==> config.mk <==
export PLATFORM = sky130hd
export DESIGN_NAME = timed_output_queue_dev_flat
export DESIGN_NICKNAME = d
export VERILOG_FILES = /design/src/timed_queue_pkg.sv /design/src/timed_link_if.sv /design/src/timed_output_queue_dev.sv /design/src/flat_wrapper.sv
export SDC_FILE = /design/constraint.sdc
export NUM_CORES = 1
export LEC_CHECK = 0
export ABC_AREA = 1
export BUFFER_PORTS_ARGS = -buffer_cell sky130_fd_sc_hd__buf_4
export CAP_MARGIN = 25
export CELL_PAD_IN_SITES_DETAIL_PLACEMENT = 1
export CELL_PAD_IN_SITES_GLOBAL_PLACEMENT = 1
export CORE_MARGIN = 10
export CORE_UTILIZATION = 45
export CTS_CLUSTER_SIZE = 40
export DETAILED_ROUTE_END_ITERATION = 6
export GPL_ROUTABILITY_DRIVEN = 1
export PLACE_DENSITY = 0.76
export SKIP_CTS_REPAIR_TIMING = 1
export SLEW_MARGIN = 10
export SYNTH_ARGS = -nofsm -noshare
export SYNTH_HDL_FRONTEND = slang
export SYNTH_SLANG_ARGS = --single-unit
==> constraint.sdc <==
create_clock -name core_clk -period 5.4 [get_ports core_clk]
set_clock_uncertainty 0.2 [all_clocks]
set_input_delay 1.08 -clock core_clk [delete_from_list [all_inputs] [get_ports core_clk]]
set_output_delay 1.08 -clock core_clk [all_outputs]
set_load 0.02 [all_outputs]
==> src/timed_queue_pkg.sv <==
package timed_queue_pkg;

  // ----------------------------------------------------------------
  // Timing
  // ----------------------------------------------------------------
  localparam int CLK_HZ = 25000000;
  localparam int TICK_NS = 1000;
  localparam int CLK_NS = 1000000000 / CLK_HZ;
  localparam int TICK_CYCLES = TICK_NS / CLK_NS;

  // ----------------------------------------------------------------
  // Timed entry layout: flag byte, sequence tag, 16-bit time
  // ----------------------------------------------------------------
  localparam int ENTRY_BYTES = 4;
  localparam int BATCH_ENTRIES = 5;
  localparam int BATCH_BYTES = ENTRY_BYTES * BATCH_ENTRIES;
  localparam int QUEUE_DEPTH = 31;
  localparam int LEVEL0_BIT = 31;
  localparam int LEVEL1_BIT = 30;
  localparam int ENABLE0_BIT = 29;
  localparam int ENABLE1_BIT = 28;
  localparam int TAG_MSB = 23;
  localparam int TAG_LSB = 16;
  localparam int TAG_LAST_BIT = 6;
  localparam int TIME_MSB = 15;
  localparam logic [7:0] UPCOMING_MARK = 8'hc0;
  localparam int STATUS_LAST_BIT = 7;
  localparam int STATUS_ACTIVE_BIT = 1;
  localparam int STATUS_OVERFLOW_BIT = 0;

  // ----------------------------------------------------------------
  // Diagnostic record
  // ----------------------------------------------------------------
  localparam int RECORD_BYTES = 20;
  localparam int RECORD_SHORT_BYTES = 4;
  localparam logic [4:0] POS_MODULE_CLASS = 5'h01;
  localparam logic [4:0] POS_CHANNEL_KIND = 5'h04;
  localparam logic [4:0] POS_DIAG_BITS = 5'h05;
  localparam logic [4:0] POS_CHANNEL_COUNT = 5'h06;
  localparam logic [4:0] POS_TICKER = 5'h10;
  localparam logic [3:0] MODULE_CLASS_DIGITAL = 4'hf;
  localparam logic [7:0] MODULE_CLASS_INFO = {3'h0, 1'b1, MODULE_CLASS_DIGITAL};
  localparam logic [7:0] CHANNEL_KIND = 8'h72;
  localparam logic [7:0] DIAG_BITS_PER_CHANNEL = 8'h00;
  localparam logic [7:0] CHANNEL_COUNT = 8'h02;
  localparam logic [7:0] RESERVED_BYTE = 8'h00;

  typedef enum logic [1:0] {
    ACCESS_RECORD_SET,
    ACCESS_CANOPEN,
    ACCESS_ETHERCAT
  } access_kind_type;

  localparam logic [15:0] RECORD_SET_FULL = 16'h0001;
  localparam logic [15:0] RECORD_SET_SHORT = 16'h0000;
  localparam logic [15:0] CANOPEN_FULL = 16'h2f01;
  localparam logic [15:0] CANOPEN_SHORT = 16'h2f00;
  localparam logic [15:0] ETHERCAT_OBJECT = 16'h5005;
  localparam logic [7:0] SUB_FIRST = 8'h02;
  localparam logic [7:0] SUB_LAST_BYTE = 8'h11;
  localparam logic [7:0] SUB_TICKER = 8'h13;

  // ----------------------------------------------------------------
  // Controller registers (byte addresses)
  // ----------------------------------------------------------------
  localparam logic [7:0] REG_ENTRY_PUSH = 8'h00;
  localparam logic [7:0] REG_ENTRY_FINAL = 8'h04;
  localparam logic [7:0] REG_INPUT_IMAGE = 8'h08;
  localparam logic [7:0] REG_TICKER = 8'h0c;
  localparam logic [7:0] REG_DIAG_CMD = 8'h10;
  localparam logic [7:0] REG_DIAG_DATA = 8'h14;

endpackage : timed_queue_pkg

==> src/timed_link_if.sv <==
`timescale 1ns/1ps
interface timed_link_if;
  logic entry_valid;
  logic [31:0] entry_data;
  logic [31:0] ticker;
  logic [31:0] input_image;
  logic diag_req;
  logic [1:0] diag_kind;
  logic [15:0] diag_select;
  logic [7:0] diag_sub;
  logic diag_byte_valid;
  logic [7:0] diag_byte;
  logic diag_done;
  logic diag_fault;

  modport device (
    input entry_valid, entry_data, ticker, diag_req, diag_kind, diag_select, diag_sub,
    output input_image, diag_byte_valid, diag_byte, diag_done, diag_fault
  );

  modport host (
    output entry_valid, entry_data, ticker, diag_req, diag_kind, diag_select, diag_sub,
    input input_image, diag_byte_valid, diag_byte, diag_done, diag_fault
  );
endinterface : timed_link_if

==> src/timed_output_queue_dev.sv <==
`timescale 1ns/1ps
// Function
// Apply queued entries in order, then remove.
// Short batch: last entry sets tag bit 6.
// No interrupts; diagnostics only on request.
// Record set 01h full, 00h first four.
// CANopen index 2F01h full, 2F00h short.
// EtherCAT object 5005h, subindex per field.
// Module information byte reads 1Fh.
// Channel type byte reads 72h.
// Diagnostic bits per channel read 00h.
// Channel count byte reads 02h.
// Capture 32-bit ticker into diagnostic record.
// Fixed record order, reserved bytes read zero.
// Host must supply a microsecond ticker.
// Written entries go straight into queue.
// Drive outputs when ticker equals entry time.
// Enable an output before controlling its level.
// Each entry occupies four bytes.
// Hold 31 entries, clear vacated slots.
// Report pending count, decrement on execute.
// Status bit 7 set after last-flag entry.
module timed_output_queue_dev #(
  parameter int DEPTH = timed_queue_pkg::QUEUE_DEPTH
) (
  input wire logic core_clk,
  input wire logic rst_n,
  timed_link_if.device link,
  output logic [1:0] out_level,
  output logic [1:0] out_enabled
);

  localparam int CW = $clog2(DEPTH + 1);

  // ----------------------------------------------------------------
  // Queue storage
  // ----------------------------------------------------------------
  logic [31:0] slot_q [DEPTH];
  logic [CW-1:0] count_q;
  logic [CW-1:0] count_d;
  logic fire;
  logic accept;
  logic [CW-1:0] write_idx;

  // The time field is 16 bits wide, so an entry whose time has already
  // passed waits for the ticker to wrap around before it executes.
  assign fire = (count_q != '0) &&
                (link.ticker[timed_queue_pkg::TIME_MSB:0] == slot_q[0][timed_queue_pkg::TIME_MSB:0]);
  assign accept = link.entry_valid && ((count_q != CW'(DEPTH)) || fire);
  assign write_idx = fire ? count_q - 1'b1 : count_q;

  always_comb begin
    count_d = count_q;
    if (accept && !fire) begin
      count_d = count_q + 1'b1;
    end else if (fire && !accept) begin
      count_d = count_q - 1'b1;
    end
  end

  always_ff @(posedge core_clk) begin
    if (!rst_n) begin
      count_q <= '0;
    end else begin
      count_q <= count_d;
    end
  end

  // Each entry shifts one place toward the head when the head fires, so
  // the head is always the oldest entry and the top slot is refilled with zero unless a full queue takes a new entry in that cycle.
  for (genvar g = 0; g < DEPTH; g++) begin : g_slot
    localparam logic [CW-1:0] IDX = CW'(g);
    logic [31:0] above;
    if (g + 1 < DEPTH) begin : g_mid
      assign above = slot_q[g + 1];
    end else begin : g_top
      assign above = '0;
    end
    always_ff @(posedge core_clk) begin
      if (!rst_n) begin
        slot_q[g] <= '0;
      end else if (accept && write_idx == IDX) begin
        slot_q[g] <= link.entry_data;
      end else if (fire) begin
        slot_q[g] <= above;
      end
    end
  end

  // ----------------------------------------------------------------
  // Output drive
  // ----------------------------------------------------------------
  logic [1:0] head_enable;
  logic [1:0] head_level;

  assign head_enable = {slot_q[0][timed_queue_pkg::ENABLE1_BIT], slot_q[0][timed_queue_pkg::ENABLE0_BIT]};
  assign head_level = {slot_q[0][timed_queue_pkg::LEVEL1_BIT], slot_q[0][timed_queue_pkg::LEVEL0_BIT]};

  always_ff @(posedge core_clk) begin
    if (!rst_n) begin
      out_enabled <= 2'h0;
      out_level <= 2'h0;
    end else if (fire) begin
      out_enabled <= head_enable;
      out_level <= head_level & head_enable;
    end
  end

  // ----------------------------------------------------------------
  // Input image: tags, queue status, pending count
  // ----------------------------------------------------------------
  logic [7:0] last_written_tag_q;
  logic [5:0] next_tag_q;
  logic batch_closed_q;
  logic overflow_q;
  logic [7:0] upcoming_tag;
  logic [7:0] queue_status;
  logic [7:0] entry_tag;

  assign entry_tag = link.entry_data[timed_queue_pkg::TAG_MSB:timed_queue_pkg::TAG_LSB];

  always_ff @(posedge core_clk) begin
    if (!rst_n) begin
      last_written_tag_q <= 8'h00;
    end else if (accept) begin
      last_written_tag_q <= entry_tag;
    end
  end

  always_ff @(posedge core_clk) begin
    if (!rst_n) begin
      next_tag_q <= 6'h00;
    end else if (fire) begin
      next_tag_q <= slot_q[0][timed_queue_pkg::TAG_LSB +: 6] + 6'h01;
    end
  end

  // The bit stays up while the batch drains; a fresh entry without the
  // flag, written once the queue is empty, opens a new batch and drops it.
  always_ff @(posedge core_clk) begin
    if (!rst_n) begin
      batch_closed_q <= 1'b0;
    end else if (accept && entry_tag[timed_queue_pkg::TAG_LAST_BIT]) begin
      batch_closed_q <= 1'b1;
    end else if (accept && count_q == '0) begin
      batch_closed_q <= 1'b0;
    end
  end

  // An entry offered to a full queue that is not firing is dropped.
  always_ff @(posedge core_clk) begin
    if (!rst_n) begin
      overflow_q <= 1'b0;
    end else if (link.entry_valid && !accept) begin
      overflow_q <= 1'b1;
    end else if (count_q == '0) begin
      overflow_q <= 1'b0;
    end
  end

  always_comb begin
    upcoming_tag = timed_queue_pkg::UPCOMING_MARK;
    if (count_q != '0) begin
      upcoming_tag[5:0] = slot_q[0][timed_queue_pkg::TAG_LSB +: 6];
    end else begin
      upcoming_tag[5:0] = next_tag_q;
    end
    queue_status = 8'h00;
    queue_status[timed_queue_pkg::STATUS_LAST_BIT] = batch_closed_q;
    queue_status[timed_queue_pkg::STATUS_ACTIVE_BIT] = |out_enabled;
    queue_status[timed_queue_pkg::STATUS_OVERFLOW_BIT] = overflow_q;
  end

  always_ff @(posedge core_clk) begin
    if (!rst_n) begin
      link.input_image <= '0;
    end else begin
      link.input_image <= {8'(count_q), queue_status, upcoming_tag, last_written_tag_q};
    end
  end

  // ----------------------------------------------------------------
  // Diagnostic record, served only on request
  // ----------------------------------------------------------------
  typedef enum logic {
    DIAG_IDLE,
    DIAG_SEND
  } diag_state_type;

  diag_state_type diag_state_q;
  logic [31:0] ticker_snap_q;
  logic [4:0] ptr_q;
  logic [4:0] remain_q;
  logic req_ok;
  logic [4:0] req_start;
  logic [4:0] req_len;

  function automatic logic [7:0] record_byte(input logic [4:0] pos, input logic [31:0] snap);
    logic [7:0] b;
    b = timed_queue_pkg::RESERVED_BYTE;
    case (pos)
      timed_queue_pkg::POS_MODULE_CLASS: b = timed_queue_pkg::MODULE_CLASS_INFO;
      timed_queue_pkg::POS_CHANNEL_KIND: b = timed_queue_pkg::CHANNEL_KIND;
      timed_queue_pkg::POS_DIAG_BITS: b = timed_queue_pkg::DIAG_BITS_PER_CHANNEL;
      timed_queue_pkg::POS_CHANNEL_COUNT: b = timed_queue_pkg::CHANNEL_COUNT;
      default: begin
        if (pos >= timed_queue_pkg::POS_TICKER) begin
          b = snap[8 * (pos - timed_queue_pkg::POS_TICKER) +: 8];
        end
      end
    endcase
    return b;
  endfunction : record_byte

  always_comb begin
    req_ok = 1'b0;
    req_start = 5'h00;
    req_len = 5'(timed_queue_pkg::RECORD_BYTES);
    case (link.diag_kind)
      timed_queue_pkg::ACCESS_RECORD_SET: begin
        req_ok = (link.diag_select == timed_queue_pkg::RECORD_SET_FULL) ||
                 (link.diag_select == timed_queue_pkg::RECORD_SET_SHORT);
        if (link.diag_select == timed_queue_pkg::RECORD_SET_SHORT) begin
          req_len = 5'(timed_queue_pkg::RECORD_SHORT_BYTES);
        end
      end
      timed_queue_pkg::ACCESS_CANOPEN: begin
        req_ok = (link.diag_select == timed_queue_pkg::CANOPEN_FULL) ||
                 (link.diag_select == timed_queue_pkg::CANOPEN_SHORT);
        if (link.diag_select == timed_queue_pkg::CANOPEN_SHORT) begin
          req_len = 5'(timed_queue_pkg::RECORD_SHORT_BYTES);
        end
      end
      timed_queue_pkg::ACCESS_ETHERCAT: begin
        if (link.diag_select == timed_queue_pkg::ETHERCAT_OBJECT) begin
          if (link.diag_sub >= timed_queue_pkg::SUB_FIRST && link.diag_sub <= timed_queue_pkg::SUB_LAST_BYTE) begin
            req_ok = 1'b1;
            req_start = 5'(link.diag_sub - timed_queue_pkg::SUB_FIRST);
            req_len = 5'h01;
          end else if (link.diag_sub == timed_queue_pkg::SUB_TICKER) begin
            req_ok = 1'b1;
            req_start = timed_queue_pkg::POS_TICKER;
            req_len = 5'(timed_queue_pkg::RECORD_SHORT_BYTES);
          end
        end
      end
      default: req_ok = 1'b0;
    endcase
  end

  // Requests arriving while a record is streaming are ignored. No event
  // of this block raises an interrupt; the host always has to ask.
  always_ff @(posedge core_clk) begin
    if (!rst_n) begin
      diag_state_q <= DIAG_IDLE;
      ticker_snap_q <= '0;
      ptr_q <= 5'h00;
      remain_q <= 5'h00;
      link.diag_byte_valid <= 1'b0;
      link.diag_byte <= 8'h00;
      link.diag_done <= 1'b0;
      link.diag_fault <= 1'b0;
    end else begin
      link.diag_byte_valid <= 1'b0;
      link.diag_done <= 1'b0;
      link.diag_fault <= 1'b0;
      case (diag_state_q)
        DIAG_IDLE: begin
          if (link.diag_req && req_ok) begin
            ticker_snap_q <= link.ticker;
            ptr_q <= req_start;
            remain_q <= req_len;
            diag_state_q <= DIAG_SEND;
          end else if (link.diag_req) begin
            link.diag_fault <= 1'b1;
          end
        end
        DIAG_SEND: begin
          link.diag_byte_valid <= 1'b1;
          link.diag_byte <= record_byte(ptr_q, ticker_snap_q);
          ptr_q <= ptr_q + 5'h01;
          remain_q <= remain_q - 5'h01;
          if (remain_q == 5'h01) begin
            link.diag_done <= 1'b1;
            diag_state_q <= DIAG_IDLE;
          end
        end
        default: diag_state_q <= DIAG_IDLE;
      endcase
    end
  end

endmodule : timed_output_queue_dev

==> src/flat_wrapper.sv <==
// flat-port wrapper written by rule: the top's interface ports become plain ports
module timed_output_queue_dev_flat 
#(
  parameter int DEPTH = timed_queue_pkg::QUEUE_DEPTH
)
  (core_clk, rst_n, out_level, out_enabled, link_entry_valid, link_entry_data, link_ticker, link_diag_req, link_diag_kind, link_diag_select, link_diag_sub, link_input_image, link_diag_byte_valid, link_diag_byte, link_diag_done, link_diag_fault);
  timed_link_if link_i ();
  input wire logic core_clk;
  input wire logic rst_n;
  output logic [1:0] out_level;
  output logic [1:0] out_enabled;
  input wire logic [$bits(link_i.entry_valid)-1:0] link_entry_valid;
  input wire logic [$bits(link_i.entry_data)-1:0] link_entry_data;
  input wire logic [$bits(link_i.ticker)-1:0] link_ticker;
  input wire logic [$bits(link_i.diag_req)-1:0] link_diag_req;
  input wire logic [$bits(link_i.diag_kind)-1:0] link_diag_kind;
  input wire logic [$bits(link_i.diag_select)-1:0] link_diag_select;
  input wire logic [$bits(link_i.diag_sub)-1:0] link_diag_sub;
  output wire logic [$bits(link_i.input_image)-1:0] link_input_image;
  output wire logic [$bits(link_i.diag_byte_valid)-1:0] link_diag_byte_valid;
  output wire logic [$bits(link_i.diag_byte)-1:0] link_diag_byte;
  output wire logic [$bits(link_i.diag_done)-1:0] link_diag_done;
  output wire logic [$bits(link_i.diag_fault)-1:0] link_diag_fault;
  assign link_i.entry_valid = link_entry_valid;
  assign link_i.entry_data = link_entry_data;
  assign link_i.ticker = link_ticker;
  assign link_i.diag_req = link_diag_req;
  assign link_i.diag_kind = link_diag_kind;
  assign link_i.diag_select = link_diag_select;
  assign link_i.diag_sub = link_diag_sub;
  assign link_input_image = link_i.input_image;
  assign link_diag_byte_valid = link_i.diag_byte_valid;
  assign link_diag_byte = link_i.diag_byte;
  assign link_diag_done = link_i.diag_done;
  assign link_diag_fault = link_i.diag_fault;
  timed_output_queue_dev #(.DEPTH(DEPTH)) u_core (.core_clk(core_clk), .rst_n(rst_n), .link(link_i), .out_level(out_level), .out_enabled(out_enabled));
endmodule
==> impl_metrics.py <==
metrics = {
    "logic_synthesis": {
        "yosys-top-cells-area": "edfxtp_1, nand2_1, nand3_1",
        "synth_cell_types": 49,
        "synth_compound_area_frac": 0.0795,
        "yosys.area_share.xor_xnor": 0.00338,
        "synth_top_area_cell": "edfxtp_1",
        "ys_warn_count": 0,
        "synthAdderAreaFrac": 0.00393,
        "synth_area_sq_um": 41400,
        "synth.ff_latch_count": 908,
        "avgSynthCellArea_sq_um": 10.3,
        "yosys.area_share.simple": 0.221,
        "ys_seq_area_frac": 0.633,
        "synth_top_area_share": 0.584,
        "synthMuxAreaShare": 0,
        "synth_top_family_by_area": "simple AND/OR/NAND/NOR gates",
        "synthCells": 4042,
    },
    "critical_path": {
        "cp_top_family": "simple AND/OR/NAND/NOR gates",
        "reg2reg_depth": 12,
        "critPathRequiredTime_ns": 5.55,
        "cpPeakStageDelay_ns": 0.49,
        "crit_fanout": 32,
        "crit_buf_inv": 2,
        "worstSetupPathType": "register to register",
        "cp-end-kind": "register",
        "cp-start-kind": "register",
        "path_depth": 12,
        "worstPathArrival_ns": 4.24,
        "critical_path.slowest_cell": "a21oi_4",
        "path_cells": "inv_1 -> ha_1 -> nand3_4 -> nand2_4 -> nor2_8 -> nand3_4 -> a21oi_4 -> nand2_4 -> nor2_4 -> nand2_2 -> nand2_1 -> buf_4",
    },
    "cells_and_area": {
        "nets": 4127,
        "nFillCells": 9871,
        "instances_no_fill": 5276,
        "final_layout_size_suffix_gt1_frac": 0.111,
        "syn_to_final_growth_pct": 11.4,
        "diodes": 0,
    },
    "die": {
        "die_area_sq_um": 105000,
        "ios": 141,
        "start_util": 0.453,
        "die_h_um": 323,
        "num_rows": 111,
        "core_area_sq_um": 91500,
        "die_x_um": 323,
    },
    "clock_tree": {
        "cts_tree": "yes",
        "htree_levels": 3,
        "numCtsBuffers": 97,
        "clock_latency_ns": 0.69,
        "cts.sinks": 908,
        "clock_path_buffers": 3,
        "cts_root_buf": "clkbuf_16",
        "clk_pin_slew_ns": 0.06,
    },
    "place": {
        "dp_slack_ns": 0.694,
        "place.gp.congestion": 0.881,
        "port_buffers": 128,
        "hpwl_um": 79600,
        "dp.cells": 5106,
    },
    "sta": {
        "drv_slew": 0,
        "worst_slew_pin_slew_ns": 1.03,
        "setup_violations": 0,
        "finalCriticalPeriod_ns": 4.09,
        "hold_violations": 0,
        "min_period_over_period": 0.757,
        "max_slew_margin": 0.316,
        "final.setup.worst_slack_ns": 1.31,
        "rsz0062_at_grt": "false",
        "fmax_mhz": 244,
        "setup_tns_ns": 0,
    },
    "worst_hold_path": {
        "whs_path_depth": 2,
        "hp-class": "register to register",
    },
    "routing": {
        "routedWlPerCell_um": 24.1,
        "routed_via_density": 5.80,
        "first_iter_violations": 3064,
        "wl_um": 127000,
        "first_pass_iters": 5,
        "drc": 0,
        "vias": 30600,
        "detail-route-antenna-nets": 0,
    },
    "power_and_ir_drop": {
        "seqPwrFrac": 0.516,
        "power.share.clock": 0.428,
        "finalPower_uw": 15600,
        "ir_drop_mv": 0.250,
        "p_switching_uw": 3580,
        "p_comb_frac": 0.056,
        "p_int_uw": 12000,
        "leakagePower_uw": 0.0184,
        "power_density_nw_per_um2": 337,
        "switching_share": 0.230,
    },
    "grt": {
        "grtUsageTotal": 0.241,
        "grt_max_degree": 107,
        "grt_pass1_wl_um": 190000,
        "antenna_found_initial": 0,
        "grt_pass1_vias": 30200,
        "overflow": 0,
    },
    "outcome": {
        "status": "finished, final reports clean",
    },
    "run": {
        "maxCapViolCount": 0,
    },
}
==> layout make-up <==
| cell class | instances | area (sq um) | share of cell area |
|---|---|---|---|
| clock buffer | 122 | 2590 | 0.0562 |
| sequential | 908 | 26200 | 0.568 |
| tap | 1186 | 1480 | 0.0321 |
| timing repair buffer | 220 | 1800 | 0.0389 |
| multi-input combinational | 2594 | 12800 | 0.277 |
| clock inverter | 47 | 508 | 0.0110 |
| inverter | 199 | 759 | 0.0164 |
==> tightest hold or removal path, delay by kind of cell (launching register included) <==
kind	cells	cell delay, ns
buffers and inverters	1	0.04
flip-flops	1	0.30
AND/OR/NAND/NOR	1	0.05
==> stage by stage <==
step	utilization	area (sq um)	hold WS, ns
floorplan	-	41500	0.199
global placement	0.469	43000	0.214
detailed placement	0.470	43100	0.223
CTS	0.504	46200	0.233
global route	0.505	46200	0.252
finish	0.505	46200	0.229
==> cell families (layout without fill, tap and decap cells) <==
| group | Yosys count | count (layout) |
|---|---|---|
| fa+ha+maj | 13 | 13 |
| buf+inv | 547 | 588 |
| flops | 908 | 908 |
| xor+xnor | 16 | 16 |
| other cells | 1 | 8 |
| compound gates | 539 | 539 |
| simple gates | 2018 | 2018 |
==> registers in the layout, summed over array words and instances (netlist names) <==
signal and cells:
u_core.slot_q 806, u_core.ticker_snap_q 32, u_core.link.input_image 23, u_core.last_written_tag_q 8, u_core.link.diag_byte 8, u_core.next_tag_q 6
u_core.count_q 5, u_core.ptr_q 5, u_core.remain_q 5, u_core.out_enabled 2, u_core.out_level 2, u_core.batch_closed_q 1
u_core.diag_state_q 1, u_core.link.diag_byte_valid 1, u_core.link.diag_done 1, u_core.link.diag_fault 1, u_core.overflow_q 1
==> power by group through the flow <==
| stage | clock network [uW] | logic [uW] | registers, uW |
|---|---|---|---|
| CTS | 6730 | 868 | 8030 |
| global route | 7020 | 930 | 8050 |
| floorplan | 0 | 450 | 8140 |
| detailed placement | 0 | 863 | 8170 |
| global placement | 0 | 837 | 8160 |
| finish | 6660 | 879 | 8030 |
==> final timing paths <==
kind,slack [ns],endpoint,startpoint
worst min-delay path,0.23,u_core.link.input_image[23],u_core.batch_closed_q
worst min register to register,0.23,u_core.link.input_image[23],u_core.batch_closed_q
worst max register to register,1.31,u_core.slot_q[0][367],u_core.count_q[0]
worst max-delay path,1.31,u_core.slot_q[0][367],u_core.count_q[0]
==> synthesized netlist by cell type (all sizes together) <==
master,instances
nand2,1161
o311ai,1
xnor2,10
a22oi,6
o32ai,1
dfxtp,102
o21ai,233
o211ai,1
a41oi,3
inv,194
xor2,6
o22ai,3
a31oi,3
nor3,9
nor2,121
nor4,4
nand3b,1
clkinv,5
nand4,32
buf,185
o2111ai,1
and3,1
nor4b,1
nand3,684
conb,1
edfxtp,806
a32o,3
o31ai,208
or2,4
a21oi,75
ha,13
clkbuf,163
a22o,1
==> placed cells by master (no fill, tap or decap), drive strengths merged, types with 8 or more instances in the layout <==
master | Yosys | layout
clkbuf | 163 | 122
bufinv | 0 | 11
conb | 1 | 8
nand2 | 1161 | 1161
dfxtp | 102 | 102
o21ai | 233 | 233
o31ai | 208 | 208
a21oi | 75 | 75
clkinv | 5 | 39
nor3 | 9 | 9
ha | 13 | 13
nand3 | 684 | 684
inv | 194 | 195
nor2 | 121 | 121
nand4 | 32 | 32
buf | 185 | 220
xnor2 | 10 | 10
edfxtp | 806 | 806
==> layer usage <==
layer / routed length (um) / GRT usage / up-vias / share of wire
met5: 0 / 0 / - / 0
met4: 6470 / 0.114 / 0 / 0.051
met3: 10900 / 0.0420 / 289 / 0.085
met2: 56100 / 0.370 / 1285 / 0.44
met1: 53900 / 0.331 / 15000 / 0.42
li1: - / - / 14000 / -
No activity file was read; power rests on OpenSTA's default activity.
